$ cat src/core/prf_regs.vh
`ifndef PRF_REGS_VH
`define PRF_REGS_VH

// ****************
// register offsets
// ****************
`define PRF_OFF_CMD    8'h00
`define PRF_OFF_DATA0  8'h04
`define PRF_OFF_DATA3  8'h10
`define PRF_OFF_RESULT 8'h14
`define PRF_OFF_PIN    8'h18
`define PRF_OFF_RCLO   8'h1C
`define PRF_OFF_RCHI   8'h20
`define PRF_OFF_FILE   8'h24
`define PRF_OFF_CUR    8'h28

// ****************
// opcodes, counts and status words
// ****************
`define PRF_OP_RECOVER 2'h1
`define PRF_OP_SUSPEND 2'h2
`define PRF_OP_RESUME  2'h3
`define PRF_RC_INIT    4'hA
`define PRF_PIN_INIT   2'h3
`define PRF_LC_FULL    5'h10
`define PRF_LC_FID     5'h02
`define PRF_P1_FID     8'h00
`define PRF_P1_ROOT    8'h08
`define PRF_P1_CURDIR  8'h09
`define PRF_SW_OK      16'h9000
`define PRF_SW_TRIES   12'h63C
`define PRF_SW_BLOCKED 16'h6983
`define PRF_SW_SECURE  16'h6982
`define PRF_SW_NOCUR   16'h6986
`define PRF_SW_P1P2    16'h6A86
`define PRF_SW_REFDATA 16'h6A88
`define PRF_SW_NOFILE  16'h6A82
`define PRF_SW_LENGTH  16'h6700
`define PRF_FID_NONE   16'hFFFF
`define PRF_KEYREF_RST 5'h01
`endif

$ cat src/core/prf_core.v
// The address map and the AXI4-Lite slave port were left to the implementer.
`timescale 1ns/100ps
`include "prf_regs.vh"
module prf_core (
   input  wire        sys_clk,       // 50 MHz clock
   input  wire        srst,          // synchronous reset, high
   input  wire [7:0]  s_axi_awaddr,  // write address
   input  wire        s_axi_awvalid, // write address valid
   output wire        s_axi_awready, // write address ready
   input  wire [31:0] s_axi_wdata,   // write data
   input  wire [3:0]  s_axi_wstrb,   // byte enables
   input  wire        s_axi_wvalid,  // write data valid
   output wire        s_axi_wready,  // write data ready
   output wire [1:0]  s_axi_bresp,   // write response
   output wire        s_axi_bvalid,  // write response valid
   input  wire        s_axi_bready,  // write response ready
   input  wire [7:0]  s_axi_araddr,  // read address
   input  wire        s_axi_arvalid, // read address valid
   output wire        s_axi_arready, // read address ready
   output wire [31:0] s_axi_rdata,   // read data
   output wire [1:0]  s_axi_rresp,   // read response
   output wire        s_axi_rvalid,  // read data valid
   input  wire        s_axi_rready   // read data ready
);
   // ****************
   // bus state
   // ****************
   reg        awready_r;
   reg        wready_r;
   reg        bvalid_r;
   reg [1:0]  bresp_r;
   reg        arready_r;
   reg        rvalid_r;
   reg [1:0]  rresp_r;
   reg [31:0] rdata_r;
   reg [7:0]  wa_r;
   reg [31:0] wd_r;
   reg [3:0]  ws_r;

   // ****************
   // block state
   // ****************
   reg [31:0] cmd_r;
   reg        go_r;
   reg        done_r;
   reg [15:0] sw_r;
   reg [7:0]  dbuf [0:15];
   reg [63:0] pin_r;
   reg [63:0] rc_r;
   reg [3:0]  rc_try_r;
   reg [1:0]  pin_try_r;
   reg        pin_en_r;
   reg        lvl_ok_r;
   reg [4:0]  keyref_r;
   reg [1:0]  cur_idx_r;
   reg        cur_ok_r;
   reg [15:0] cur_df_r;
   reg        upd_we_r;
   reg [1:0]  upd_idx_r;
   reg        upd_act_r;
   reg [31:0] rd_mux;
   reg        rd_hit;
   reg [1:0]  tgt_idx;
   reg        tgt_ok;
   reg [15:0] fsw;
   integer    i;

   wire        wr_go = !awready_r && !wready_r && !bvalid_r;
   wire [1:0]  op    = cmd_r[1:0];
   wire [7:0]  p1    = cmd_r[15:8];
   wire [7:0]  p2    = cmd_r[23:16];
   wire [4:0]  lc    = cmd_r[28:24];
   wire [4:0]  lcm2  = lc - 5'h02;
   wire [4:0]  lcm1  = lc - 5'h01;
   wire [15:0] look_fid = {dbuf[lcm2[3:0]], dbuf[lcm1[3:0]]};
   wire [63:0] code_in  = {dbuf[0], dbuf[1], dbuf[2], dbuf[3],
                           dbuf[4], dbuf[5], dbuf[6], dbuf[7]};
   wire [63:0] pin_in   = {dbuf[8], dbuf[9], dbuf[10], dbuf[11],
                           dbuf[12], dbuf[13], dbuf[14], dbuf[15]};
   wire [3:0]  rc_dec   = rc_try_r - 4'h1;
   wire        hit;
   wire [1:0]  hit_idx;
   wire [3:0]  act_vec;
   wire [3:0]  keep_vec;
   wire [3:0]  acs_vec;
   wire [3:0]  acr_vec;
   wire [63:0] fid_all;
   wire        cfg_we = wr_go && wa_r == `PRF_OFF_FILE;

   // merge byte lanes of a write into an old word
   function [31:0] merge;
      input [31:0] old;
      input [31:0] nw;
      input [3:0]  st;
      integer      k;
      begin
         for (k = 0; k < 4; k = k + 1)
            merge[8*k +: 8] = st[k] ? nw[8*k +: 8] : old[8*k +: 8];
      end
   endfunction

   prf_ftab u_ftab (
      .sys_clk   (sys_clk),
      .srst      (srst),
      .cfg_we    (cfg_we),
      .cfg_idx   (wd_r[1:0]),
      .cfg_fid   (wd_r[31:16]),
      .cfg_flags ({wd_r[4], wd_r[3], wd_r[2], wd_r[5]}),
      .upd_we    (upd_we_r),
      .upd_idx   (upd_idx_r),
      .upd_act   (upd_act_r),
      .look_fid  (look_fid),
      .hit       (hit),
      .hit_idx   (hit_idx),
      .act_vec   (act_vec),
      .keep_vec  (keep_vec),
      .acs_vec   (acs_vec),
      .acr_vec   (acr_vec),
      .fid_all   (fid_all)
   );

   // ****************
   // read decode
   // ****************
   // secrets read as zero; the pin value never leaves the block
   always @*
   begin
      rd_hit = 1'b1;
      rd_mux = 32'h0000_0000;
      if (s_axi_araddr == `PRF_OFF_CMD)
         rd_mux = cmd_r;
      else if (s_axi_araddr >= `PRF_OFF_DATA0 &&
               s_axi_araddr <= `PRF_OFF_DATA3 &&
               s_axi_araddr[1:0] == 2'h0)
         rd_mux = {dbuf[{s_axi_araddr[3:2] - 2'h1, 2'h3}],
                   dbuf[{s_axi_araddr[3:2] - 2'h1, 2'h2}],
                   dbuf[{s_axi_araddr[3:2] - 2'h1, 2'h1}],
                   dbuf[{s_axi_araddr[3:2] - 2'h1, 2'h0}]};
      else if (s_axi_araddr == `PRF_OFF_RESULT)
         rd_mux = {15'h0000, done_r, sw_r};
      else if (s_axi_araddr == `PRF_OFF_PIN)
         rd_mux = {11'h000, keyref_r, 6'h00, lvl_ok_r, pin_en_r,
                   2'h0, pin_try_r, rc_try_r};
      else if (s_axi_araddr == `PRF_OFF_RCLO ||
               s_axi_araddr == `PRF_OFF_RCHI)
         rd_mux = 32'h0000_0000;
      else if (s_axi_araddr == `PRF_OFF_FILE)
         rd_mux = {16'h0000, acr_vec, acs_vec,
                   act_vec | keep_vec, act_vec};
      else if (s_axi_araddr == `PRF_OFF_CUR)
         rd_mux = {cur_df_r, cur_ok_r ? fid_all[16*cur_idx_r +: 16]
                                      : `PRF_FID_NONE};
      else
         rd_hit = 1'b0;
   end

   // ****************
   // bus slave
   // ****************
   // address and data are taken in either order, one write at a time
   always @(posedge sys_clk)
   begin
      if (srst)
      begin
         awready_r <= 1'b1;
         wready_r  <= 1'b1;
         bvalid_r  <= 1'b0;
         bresp_r   <= 2'h0;
         arready_r <= 1'b1;
         rvalid_r  <= 1'b0;
         rresp_r   <= 2'h0;
         rdata_r   <= 32'h0000_0000;
         wa_r      <= 8'h00;
         wd_r      <= 32'h0000_0000;
         ws_r      <= 4'h0;
      end
      else
      begin
         if (s_axi_awvalid && awready_r)
         begin
            wa_r      <= s_axi_awaddr;
            awready_r <= 1'b0;
         end
         if (s_axi_wvalid && wready_r)
         begin
            wd_r     <= s_axi_wdata;
            ws_r     <= s_axi_wstrb;
            wready_r <= 1'b0;
         end
         if (wr_go)
         begin
            bvalid_r <= 1'b1;
            bresp_r  <= (wa_r[1:0] == 2'h0 && wa_r <= `PRF_OFF_CUR &&
                         wa_r != `PRF_OFF_RESULT &&
                         wa_r != `PRF_OFF_CUR) ? 2'h0 : 2'h2;
         end
         if (bvalid_r && s_axi_bready)
         begin
            bvalid_r  <= 1'b0;
            awready_r <= 1'b1;
            wready_r  <= 1'b1;
         end
         if (s_axi_arvalid && arready_r)
         begin
            arready_r <= 1'b0;
            rvalid_r  <= 1'b1;
            rdata_r   <= rd_mux;
            rresp_r   <= rd_hit ? 2'h0 : 2'h2;
         end
         if (rvalid_r && s_axi_rready)
         begin
            rvalid_r  <= 1'b0;
            arready_r <= 1'b1;
         end
      end
   end

   // ****************
   // file target resolution
   // ****************
   // a path only names its last file; intermediate levels are not walked
   always @*
   begin
      tgt_idx = hit_idx;
      tgt_ok  = 1'b0;
      fsw     = `PRF_SW_OK;
      if (p2 != 8'h00 || (p1 != `PRF_P1_FID && p1 != `PRF_P1_ROOT &&
                          p1 != `PRF_P1_CURDIR))
         fsw = `PRF_SW_P1P2;
      else if (lc == 5'h00 && p1 != `PRF_P1_FID)
         fsw = `PRF_SW_LENGTH;
      else if (lc == 5'h00)
      begin
         tgt_idx = cur_idx_r;
         if (!cur_ok_r)
            fsw = `PRF_SW_NOCUR;
      end
      else if ((p1 == `PRF_P1_FID && lc != `PRF_LC_FID) ||
               lc[0] || lc > `PRF_LC_FULL)
         fsw = `PRF_SW_LENGTH;
      else if (!hit)
         fsw = `PRF_SW_NOFILE;
      if (fsw == `PRF_SW_OK)
      begin
         if (op == `PRF_OP_SUSPEND ? !acs_vec[tgt_idx]
                                   : !acr_vec[tgt_idx])
            fsw = `PRF_SW_SECURE;
         else
            tgt_ok = 1'b1;
      end
   end

   // ****************
   // command execution and software writes
   // ****************
   // a command runs in the cycle after its launch write; the next write
   // cannot land before then, so the two never collide
   always @(posedge sys_clk)
   begin
      if (srst)
      begin
         cmd_r     <= 32'h0000_0000;
         go_r      <= 1'b0;
         done_r    <= 1'b0;
         sw_r      <= 16'h0000;
         for (i = 0; i < 16; i = i + 1)
            dbuf[i] <= 8'h00;
         pin_r     <= 64'h0000_0000_0000_0000;
         rc_r      <= 64'h0000_0000_0000_0000;
         rc_try_r  <= `PRF_RC_INIT;
         pin_try_r <= `PRF_PIN_INIT;
         pin_en_r  <= 1'b1;
         lvl_ok_r  <= 1'b0;
         keyref_r  <= `PRF_KEYREF_RST;
         cur_idx_r <= 2'h0;
         cur_ok_r  <= 1'b0;
         cur_df_r  <= 16'h0000;
         upd_we_r  <= 1'b0;
         upd_idx_r <= 2'h0;
         upd_act_r <= 1'b0;
      end
      else
      begin
         go_r     <= 1'b0;
         upd_we_r <= 1'b0;
         if (wr_go)
         begin
            if (wa_r == `PRF_OFF_CMD)
            begin
               cmd_r  <= merge(cmd_r, wd_r, ws_r);
               go_r   <= 1'b1;
               done_r <= 1'b0;
            end
            else if (wa_r >= `PRF_OFF_DATA0 && wa_r <= `PRF_OFF_DATA3 &&
                     wa_r[1:0] == 2'h0)
            begin
               for (i = 0; i < 4; i = i + 1)
                  if (ws_r[i])
                     dbuf[{wa_r[3:2] - 2'h1, i[1:0]}] <= wd_r[8*i +: 8];
            end
            else if (wa_r == `PRF_OFF_PIN)
            begin
               // lets software restore counters kept over card sessions
               rc_try_r  <= wd_r[3:0];
               pin_try_r <= wd_r[5:4];
               pin_en_r  <= wd_r[8];
               lvl_ok_r  <= wd_r[9];
               keyref_r  <= wd_r[20:16];
            end
            else if (wa_r == `PRF_OFF_RCLO)
               rc_r[31:0] <= merge(rc_r[31:0], wd_r, ws_r);
            else if (wa_r == `PRF_OFF_RCHI)
               rc_r[63:32] <= merge(rc_r[63:32], wd_r, ws_r);
         end
         if (go_r)
         begin
            done_r <= 1'b1;
            if (op == `PRF_OP_RECOVER)
            begin
               if (p1 != 8'h00)
                  sw_r <= `PRF_SW_P1P2;
               else if (p2[4:0] != keyref_r || p2[7:5] != 3'h0)
                  sw_r <= `PRF_SW_REFDATA;
               else if (lc == 5'h00)
                  sw_r <= {`PRF_SW_TRIES, rc_try_r};
               else if (lc != `PRF_LC_FULL)
                  sw_r <= `PRF_SW_LENGTH;
               else if (rc_try_r == 4'h0)
                  sw_r <= `PRF_SW_BLOCKED;
               else if (code_in == rc_r)
               begin
                  pin_r     <= pin_in;
                  rc_try_r  <= `PRF_RC_INIT;
                  pin_try_r <= `PRF_PIN_INIT;
                  pin_en_r  <= 1'b1;
                  lvl_ok_r  <= 1'b1;
                  sw_r      <= `PRF_SW_OK;
               end
               else
               begin
                  // pin state stays as it is on a wrong code
                  rc_try_r <= rc_dec;
                  sw_r     <= {`PRF_SW_TRIES, rc_dec};
               end
            end
            else if (op == `PRF_OP_SUSPEND || op == `PRF_OP_RESUME)
            begin
               sw_r <= fsw;
               if (tgt_ok)
               begin
                  upd_we_r  <= 1'b1;
                  upd_idx_r <= tgt_idx;
                  upd_act_r <= (op == `PRF_OP_RESUME);
                  cur_idx_r <= tgt_idx;
                  cur_ok_r  <= 1'b1;
               end
               // on failure the current files are left alone
            end
            else
               sw_r <= `PRF_SW_P1P2;
         end
      end
   end

   assign s_axi_awready = awready_r;
   assign s_axi_wready  = wready_r;
   assign s_axi_bvalid  = bvalid_r;
   assign s_axi_bresp   = bresp_r;
   assign s_axi_arready = arready_r;
   assign s_axi_rvalid  = rvalid_r;
   assign s_axi_rresp   = rresp_r;
   assign s_axi_rdata   = rdata_r;
endmodule

$ cat src/core/prf_ftab.v
`timescale 1ns/100ps
`include "prf_regs.vh"
module prf_ftab (
   input  wire        sys_clk,   // system clock
   input  wire        srst,      // synchronous reset
   input  wire        cfg_we,    // software entry write
   input  wire [1:0]  cfg_idx,   // entry written
   input  wire [15:0] cfg_fid,   // file id of entry
   input  wire [3:0]  cfg_flags, // {keep, acr, acs, act}
   input  wire        upd_we,    // command changes active flag
   input  wire [1:0]  upd_idx,   // entry changed
   input  wire        upd_act,   // new active flag
   input  wire [15:0] look_fid,  // id searched
   output reg         hit,       // id found
   output reg  [1:0]  hit_idx,   // entry found
   output wire [3:0]  act_vec,   // active flags
   output wire [3:0]  keep_vec,  // keep-access flags
   output wire [3:0]  acs_vec,   // suspend allowed
   output wire [3:0]  acr_vec,   // resume allowed
   output wire [63:0] fid_all    // all ids, entry 0 low
);
   reg [15:0] fid_r [0:3];
   reg [3:0]  act_r;
   reg [3:0]  keep_r;
   reg [3:0]  acs_r;
   reg [3:0]  acr_r;
   integer    i, j;

   // ****************
   // entry storage
   // ****************
   // a command update wins over a software write in the same cycle
   always @(posedge sys_clk)
   begin
      if (srst)
      begin
         for (i = 0; i < 4; i = i + 1)
            fid_r[i] <= `PRF_FID_NONE;
         act_r  <= 4'h0;
         keep_r <= 4'h0;
         acs_r  <= 4'h0;
         acr_r  <= 4'h0;
      end
      else
      begin
         if (cfg_we)
         begin
            fid_r[cfg_idx]  <= cfg_fid;
            act_r[cfg_idx]  <= cfg_flags[0];
            acs_r[cfg_idx]  <= cfg_flags[1];
            acr_r[cfg_idx]  <= cfg_flags[2];
            keep_r[cfg_idx] <= cfg_flags[3];
         end
         if (upd_we)
            act_r[upd_idx] <= upd_act;
      end
   end

   // lowest matching entry wins
   always @*
   begin
      hit     = 1'b0;
      hit_idx = 2'h0;
      for (j = 3; j >= 0; j = j - 1)
         if (fid_r[j] == look_fid)
         begin
            hit     = 1'b1;
            hit_idx = j[1:0];
         end
   end

   assign act_vec  = act_r;
   assign keep_vec = keep_r;
   assign acs_vec  = acs_r;
   assign acr_vec  = acr_r;
   assign fid_all  = {fid_r[3], fid_r[2], fid_r[1], fid_r[0]};
endmodule

$ cat config.mk
export PLATFORM = sky130hd
export DESIGN_NAME = prf_core
export DESIGN_NICKNAME = d
export VERILOG_FILES = /design/src/core/prf_core.v /design/src/core/prf_ftab.v
export VERILOG_INCLUDE_DIRS = /design/src /design/src/core
export SDC_FILE = /design/constraint.sdc
export NUM_CORES = 1
export LEC_CHECK = 0
export BUFFER_PORTS_ARGS = -buffer_cell sky130_fd_sc_hd__clkbuf_2
export CAP_MARGIN = 5
export CORE_MARGIN = 4
export CORE_UTILIZATION = 30
export DETAILED_ROUTE_END_ITERATION = 10
export HOLD_SLACK_MARGIN = 0.15
export PLACE_DENSITY = 0.47
export SYNTH_ARGS = -nofsm -noshare
export SYNTH_HDL_FRONTEND = slang
export SYNTH_SLANG_ARGS = --single-unit
export TNS_END_PERCENT = 20
$ cat constraint.sdc
create_clock -name sys_clk -period 5.78 [get_ports sys_clk]
set_input_delay 1.156 -clock sys_clk [delete_from_list [all_inputs] [get_ports sys_clk]]
set_output_delay 1.156 -clock sys_clk [all_outputs]
set_load 0.005 [all_outputs]
==> run_results.csv, run 1 <==
group,metric,value,unit
clocking,cts_buffers,47,
clocking,cts_resized,0,
worst_setup_path,cp_slowest_cell,"xor2_2",
synth,synth_top_area_cell,"edfxtp_1",
die,core,72000,sq um
timing,fin_crit_sh,91.4,%
synth,yosys_warnings,0,
final_layout,fin_nets,2262,
drt,avgViaCountPerCell,5.58,
die,ios,100,
clocking,clkSinkCount,419,
final_layout,multi_input_area,11000,sq um
placement,numPortBuffers,97,
worst_setup_path,critical_path_class,"reg2reg",
drt,firstDrtPassIters,6,
timing,tightest_slew,1.28,ns
timing,max_freq,189,MHz
drt,wl_per_cell,28.1,um
worst_setup_path,cp_data_arrival_time,5.79,ns
die,die_area,77600,sq um
worst_setup_path,critPathRequiredTime,6.29,ns
drt,num_vias,17757,
clocking,cts_buffer_depth,3,
final_layout,syn_to_final_growth,14.1,%
final_layout,drive_above_1_share,15.8,%
drt,drc,0,
drt,ant_nets,0,
placement,dp_hpwl,65.2,mm
placement,place_area,23400,sq um
synth,syn_area,21900,sq um
die,initial_core_util,30.5,%
synth,synth_top_area_share,26.3,%
die,die_w,278,um
die,die_height,278,um
synth,ys_top_cells_by_area,"edfxtp_1, dfxtp_1, mux4_2, mux2i_1, nand2_1",
power_and_ir_drop,p_leak,0.00845,uW
worst_setup_path,crit_chain,"inv_1, ha_1, a21boi_2, xor2_2, mux2i_1, mux2i_1, xnor2_1, nand4_1, nor4_1, nand2b_1, a221o_1, mux4_2, mux2i_4, a211oi_1, nor3_1",
synth,synth_ff_type,"dfxtp_1",
final_layout,register_area,10300,sq um
final_layout,fill_cells,7322,
global_route,grt_max_degree,96,
global_route,antenna_found_initial,17,
job,maxCapViolCount,0,
timing,timing.slew.headroom,14.0,%
clocking,htreeDepth,2,
global_route,grt_usage,22.4,%
die,placementRows,98,
placement,gp_congestion,0.974,
worst_setup_path,crit_path_frequent_cell,"mux2i_1",
clocking,postCtsSetupBuffers,0,
synth,synthMostInstantiatedCell,"nand2_1",
synth,ys_ff_latch,419,
timing,setup_tns,0,ns
synth,syn_avg_cell_area,10.2,sq um
drt,drt_iter0_drc,2015,
global_route,grt_pass1_vias,17182,
global_route,overflow,0,
global_route,grt_pass1_wl,127,mm
timing,min_period,5.28,ns
timing,rsz0062_at_grt,"no",
timing,slew_viol_final,0,
clocking,cts_tree,"done",
synth,syn-instance-count,2142,
worst_setup_path,path_max_fanout,18,
run_status,status,"finished clean",
worst_setup_path,endpoint_kind,"flop",
timing,clock_skew,0.0362,ns
clocking,clkTransAtPathRegs,0.06,ns
clocking,insertion_delay,0.62,ns
synth,synth_edf_count,192,
clocking,holdBufCountCts,0,
power_and_ir_drop,power.total,6900,uW
worst_setup_path,startpoint_type,"flop",
synth,async_flop_share,0,%
synth,synth_cell_types,67,
power_and_ir_drop,ir_drop,0.223,mV
power_and_ir_drop,power-per-cell-area,276,nW/um^2
synth,synth_commonest_cells,"nand2_1, dfxtp_1, edfxtp_1",
synth,ys_seq_area_share,47.0,%
min_path,min_path_type,"reg2reg",
timing,hold_viol,0,
timing,finalSetupViolCount,0,
final_layout,final_area,25000,sq um
clocking,root_buffer,"clkbuf_16",
drt,wl,89.4,mm
worst_setup_path,critical-path-max-stage-delay,0.93,ns
-- where the power goes --
| part | total, uW | internal, uW | switching (uW) | leakage, uW |
|---|---|---|---|---|
| registers | 3330 | 3160 | 167 | 0.00361 |
| logic | 440 | 163 | 277 | 0.00406 |
| clock network | 3130 | 1810 | 1320 | 0.000782 |
| total | 6900 | 5130 | 1770 | 0.00845 |
-- sequential cells by signal, summed over array words and instances (netlist names), 2 cells and up --
name	count
u_ftab.act_vec	4
rc_r	64
u_ftab.fid_r	64
u_ftab.acs_vec	4
pin_try_r	2
ws_r	4
wa_r	8
wd_r	32
s_axi_rdata	32
rc_try_r	4
sw_r	12
u_ftab.keep_vec	4
dbuf	128
cmd_r	32
u_ftab.acr_vec	4
keyref_r	5
upd_idx_r	2
-- cell type report --
cell class | instances | share of cell area [%]
antenna | 2 | 0.0200
clock buffer | 67 | 5.33
clock inverter | 21 | 1.10
inverter | 36 | 0.540
multi-input combinational | 1547 | 43.7
sequential | 419 | 41.2
tap | 950 | 4.75
timing repair buffer | 143 | 3.32
-- placed cells by master, fill, tap and decap left out, types with 7 or more instances in the layout --
master and instances:
nand4_1 27, mux4_2 103, mux2i_1 119, or3_1 12, a21oi_1 156, xnor2_1 105
o21ai_0 57, ha_1 8, nand3_1 98, nor2b_1 7, a211oi_1 12, inv_1 35
nor4_1 18, nand2_1 291, clkbuf_1 12, and3_1 7, buf_4 43, edfxtp_1 192
and2_1 134, xor2_1 39, a221oi_1 19, clkbuf_16 48, or2_2 8, a311oi_1 11
clkbuf_2 97, nor3_1 41, dfxtp_1 226, nor2_1 170, o211ai_1 9, nand2b_1 11
-- critical path, delay by kind of cell (launching register included) --
family          cells  cell delay [ns]
simple gates        4             0.82
mux                 4             1.60
xor+xnor            2             1.13
buf+inv             1             0.11
fa+ha+maj           1             0.21
compound gates      3             0.78
flops               1             0.52
-- cell families after synthesis --
group,share of synthesized area (%)
compound gates,8.39
fa+ha+maj,0.513
other cells,0.0171
buf+inv,3.33
flops,47.0
mux,16.6
simple gates,18.3
xor+xnor,5.93
-- through the flow --
stage	worst slack, ns	utilization [%]	hold WS, ns	std cells
global placement	0.740	32.5	0.441	3092
CTS	0.562	34.8	0.450	3180
global route	0.149	34.8	0.483	3183
detailed placement	0.652	32.5	0.442	3092
floorplan	1.16	-	0.431	2143
finish	0.498	34.8	0.452	3185
-- layer usage --
metal	vias up	GRT usage [%]	part of all wire, %
met2	813	35.6	46
li1	7813	-	-
met3	157	3.96	7.8
met4	4	9.53	4.9
met1	8970	30.3	41
met5	-	0	0.030
-- path summary, 6_finish.rpt --
check	start	to	slack (ns)	depth (start not counted)
hold / removal	wa_r[7]	wa_r[7]	0.45	2
hold reg to reg	wa_r[7]	wa_r[7]	0.45	2
setup / recovery	cmd_r[26]	sw_r[7]	0.50	15
setup reg to reg	cmd_r[26]	sw_r[7]	0.50	15
Note: power is estimated with default switching activity, not from simulation.
==> inputs of run 2 (changes only) <==
- clock period: 5.78 -> 5.8 ns (I/O delays scaled with it)
==> run 2 against run 1 <==
Sequential power barely moved. Largest power group unchanged. Worst hold slack better by 0.0034 ns. Register-to-register slack improved by 0.09 ns. Clock power up 1%. Global-route usage decreased by 0.076 points. Critical path depth unchanged. Power grew 0.28%. Non-clock buffer count unchanged. Sequential share of layout area fell by 0.066 points.
==> run_results.csv, run 2 (same netlist as run 1, synthesis figures left out) <==
group,metric,value,unit
worst_setup_path,crit_chain,"inv_1, ha_1, a21boi_2, xor2_2, mux2i_1, mux2i_1, xnor2_1, nand4_1, nor4_1, nand2b_1, a221o_1, mux4_2, mux2i_4, a211oi_1, nor3_1",
placement,dp_hpwl,65.2,mm
worst_setup_path,timing.rr.start,"cmd_r[26]",
clocking,cts_buffers,47,
die,ios,100,
final_layout,drive_above_1_share,16.0,%
run_status,status,"finished clean",
worst_setup_path,critPathRequiredTime,6.31,ns
die,die_height,278,um
timing,finalSetupViolCount,0,
global_route,grt_max_degree,96,
power_and_ir_drop,pwr-share-clk,45.8,%
worst_setup_path,crit_family,"multiplexers",
worst_setup_path,worst-path-buf-inv,1,
worst_setup_path,crit_path_frequent_cell,"mux2i_1",
final_layout,fin_nets,2262,
power_and_ir_drop,p_leak,0.00848,uW
worst_setup_path,critical-path-max-stage-delay,0.92,ns
die,placementRows,98,
worst_setup_path,regToRegSetupSlack,0.59,ns
die,die_area,77600,sq um
power_and_ir_drop,seqPwrFrac,47.9,%
timing,rsz0062_at_grt,"no",
clocking,cts_resized,0,
power_and_ir_drop,p_int,5160,uW
final_layout,multi_input_area,11000,sq um
worst_setup_path,cp_data_arrival_time,5.73,ns
final_layout,largestRegisters,"dbuf (128), rc_r (64), u_ftab.fid_r (64)",
clocking,htreeDepth,2,
clocking,cts_buffer_depth,3,
final_layout,regMostFlops,"dbuf",
drt,drc,0,
timing,tightest_slew,1.28,ns
worst_setup_path,endpoint,"sw_r[11]",
power_and_ir_drop,power.total,6920,uW
placement,place_area,23400,sq um
global_route,overflow,0,
drt,firstDrtPassIters,7,
clocking,clkTransAtPathRegs,0.07,ns
worst_setup_path,startpoint_type,"flop",
final_layout,final_area,25100,sq um
final_layout,final_cell_mix,"nand2_1, dfxtp_1, edfxtp_1",
clocking,clkSinkCount,419,
clocking,postCtsSetupBuffers,0,
worst_setup_path,cp_slowest_cell,"xor2_2",
power_and_ir_drop,power-per-cell-area,276,nW/um^2
min_path,min_path_type,"reg2reg",
global_route,grt_pass1_wl,126,mm
drt,wl,89.2,mm
global_route,grt_usage,22.4,%
final_layout,syn_to_final_growth,14.3,%
power_and_ir_drop,switching_share,25.3,%
power_and_ir_drop,combPwrFrac,6.3,%
placement,gp_congestion,0.974,
final_layout,final_common_cell,"nand2_1",
global_route,grt_pass1_vias,17165,
clocking,cts_tree,"done",
clocking,root_buffer,"clkbuf_16",
clocking,insertion_delay,0.61,ns
die,initial_core_util,30.5,%
timing,clock_skew,0.0288,ns
placement,numPortBuffers,97,
clocking,holdBufCountCts,0,
drt,num_vias,17560,
power_and_ir_drop,p_switching,1750,uW
die,die_w,278,um
worst_setup_path,critical_path_class,"reg2reg",
global_route,antenna_found_initial,9,
final_layout,fin_util,34.8,%
worst_setup_path,cp.depth,15,
drt,drt_iter0_drc,1968,
worst_setup_path,r2r_end,"sw_r[11]",
timing,setup_tns,0,ns
timing,timing.slew.headroom,14.0,%
drt,avgViaCountPerCell,5.51,
timing,fin_crit_sh,89.9,%
drt,ant_nets,0,
timing,max_freq,192,MHz
worst_setup_path,rr_worst_depth,15,
worst_setup_path,endpoint_kind,"flop",
worst_setup_path,path_max_fanout,18,
timing,min_period,5.21,ns
timing,hold_viol,0,
final_layout,register_area,10300,sq um
job,maxCapViolCount,0,
timing,slew_viol_final,0,
die,core,72000,sq um
drt,wl_per_cell,28.0,um
final_layout,fill_cells,7283,
final_layout,largest_reg_flops,128,
worst_setup_path,critical_path.startpoint,"cmd_r[26]",
power_and_ir_drop,ir_drop,0.222,mV
==> run 2: per-stage QoR <==
stage	std cells	worst slack, ns	hold WS, ns
finish	3186	0.586	0.455
detailed placement	3092	0.673	0.442
floorplan	2143	1.18	0.431
global placement	3092	0.760	0.441
global route	3183	0.259	0.479
CTS	3180	0.639	0.450
==> run 2: power by group through the flow <==
stage	Clock [uW]	Combinational [uW]	Sequential (uW)
2_1_floorplan	0	278	3260
3_3_place_gp	0	434	3370
3_5_place_dp	0	438	3370
4_1_cts	3230	440	3310
5_1_grt	3340	472	3310
6_report	3170	438	3310
==> run 2: area by class of cell <==
class / count / share of cell area [%]
tap: 950 / 4.74
multi-input combinational: 1547 / 43.7
clock inverter: 23 / 1.23
sequential: 419 / 41.1
inverter: 36 / 0.539
antenna: 3 / 0.0299
timing repair buffer: 143 / 3.33
clock buffer: 65 / 5.33
==> run 2: per-layer routing <==
metal	GRT usage (%)	wire [um]
met5	0	0
met4	9.15	4000
met3	4.66	7000
met2	35.6	41000
met1	29.7	37200
==> run 2: how the worst min path moves through the flow <==
stage,from,to,slack (ns),cells past startpoint
floorplan,wa_r[6],wa_r[6],0.43,2
global placement,wa_r[1],wa_r[1],0.44,2
detailed placement,wa_r[7],wa_r[7],0.44,2
CTS,wa_r[7],wa_r[7],0.45,2
global route,sw_r[14],sw_r[14],0.48,2
finish,wa_r[7],wa_r[7],0.46,2
==> run 2: tightest hold or removal path, stage by stage (launching register included) <==
cell,delay [ns]
dfxtp_1,0.30
nand2_1,0.05
a21oi_1,0.05
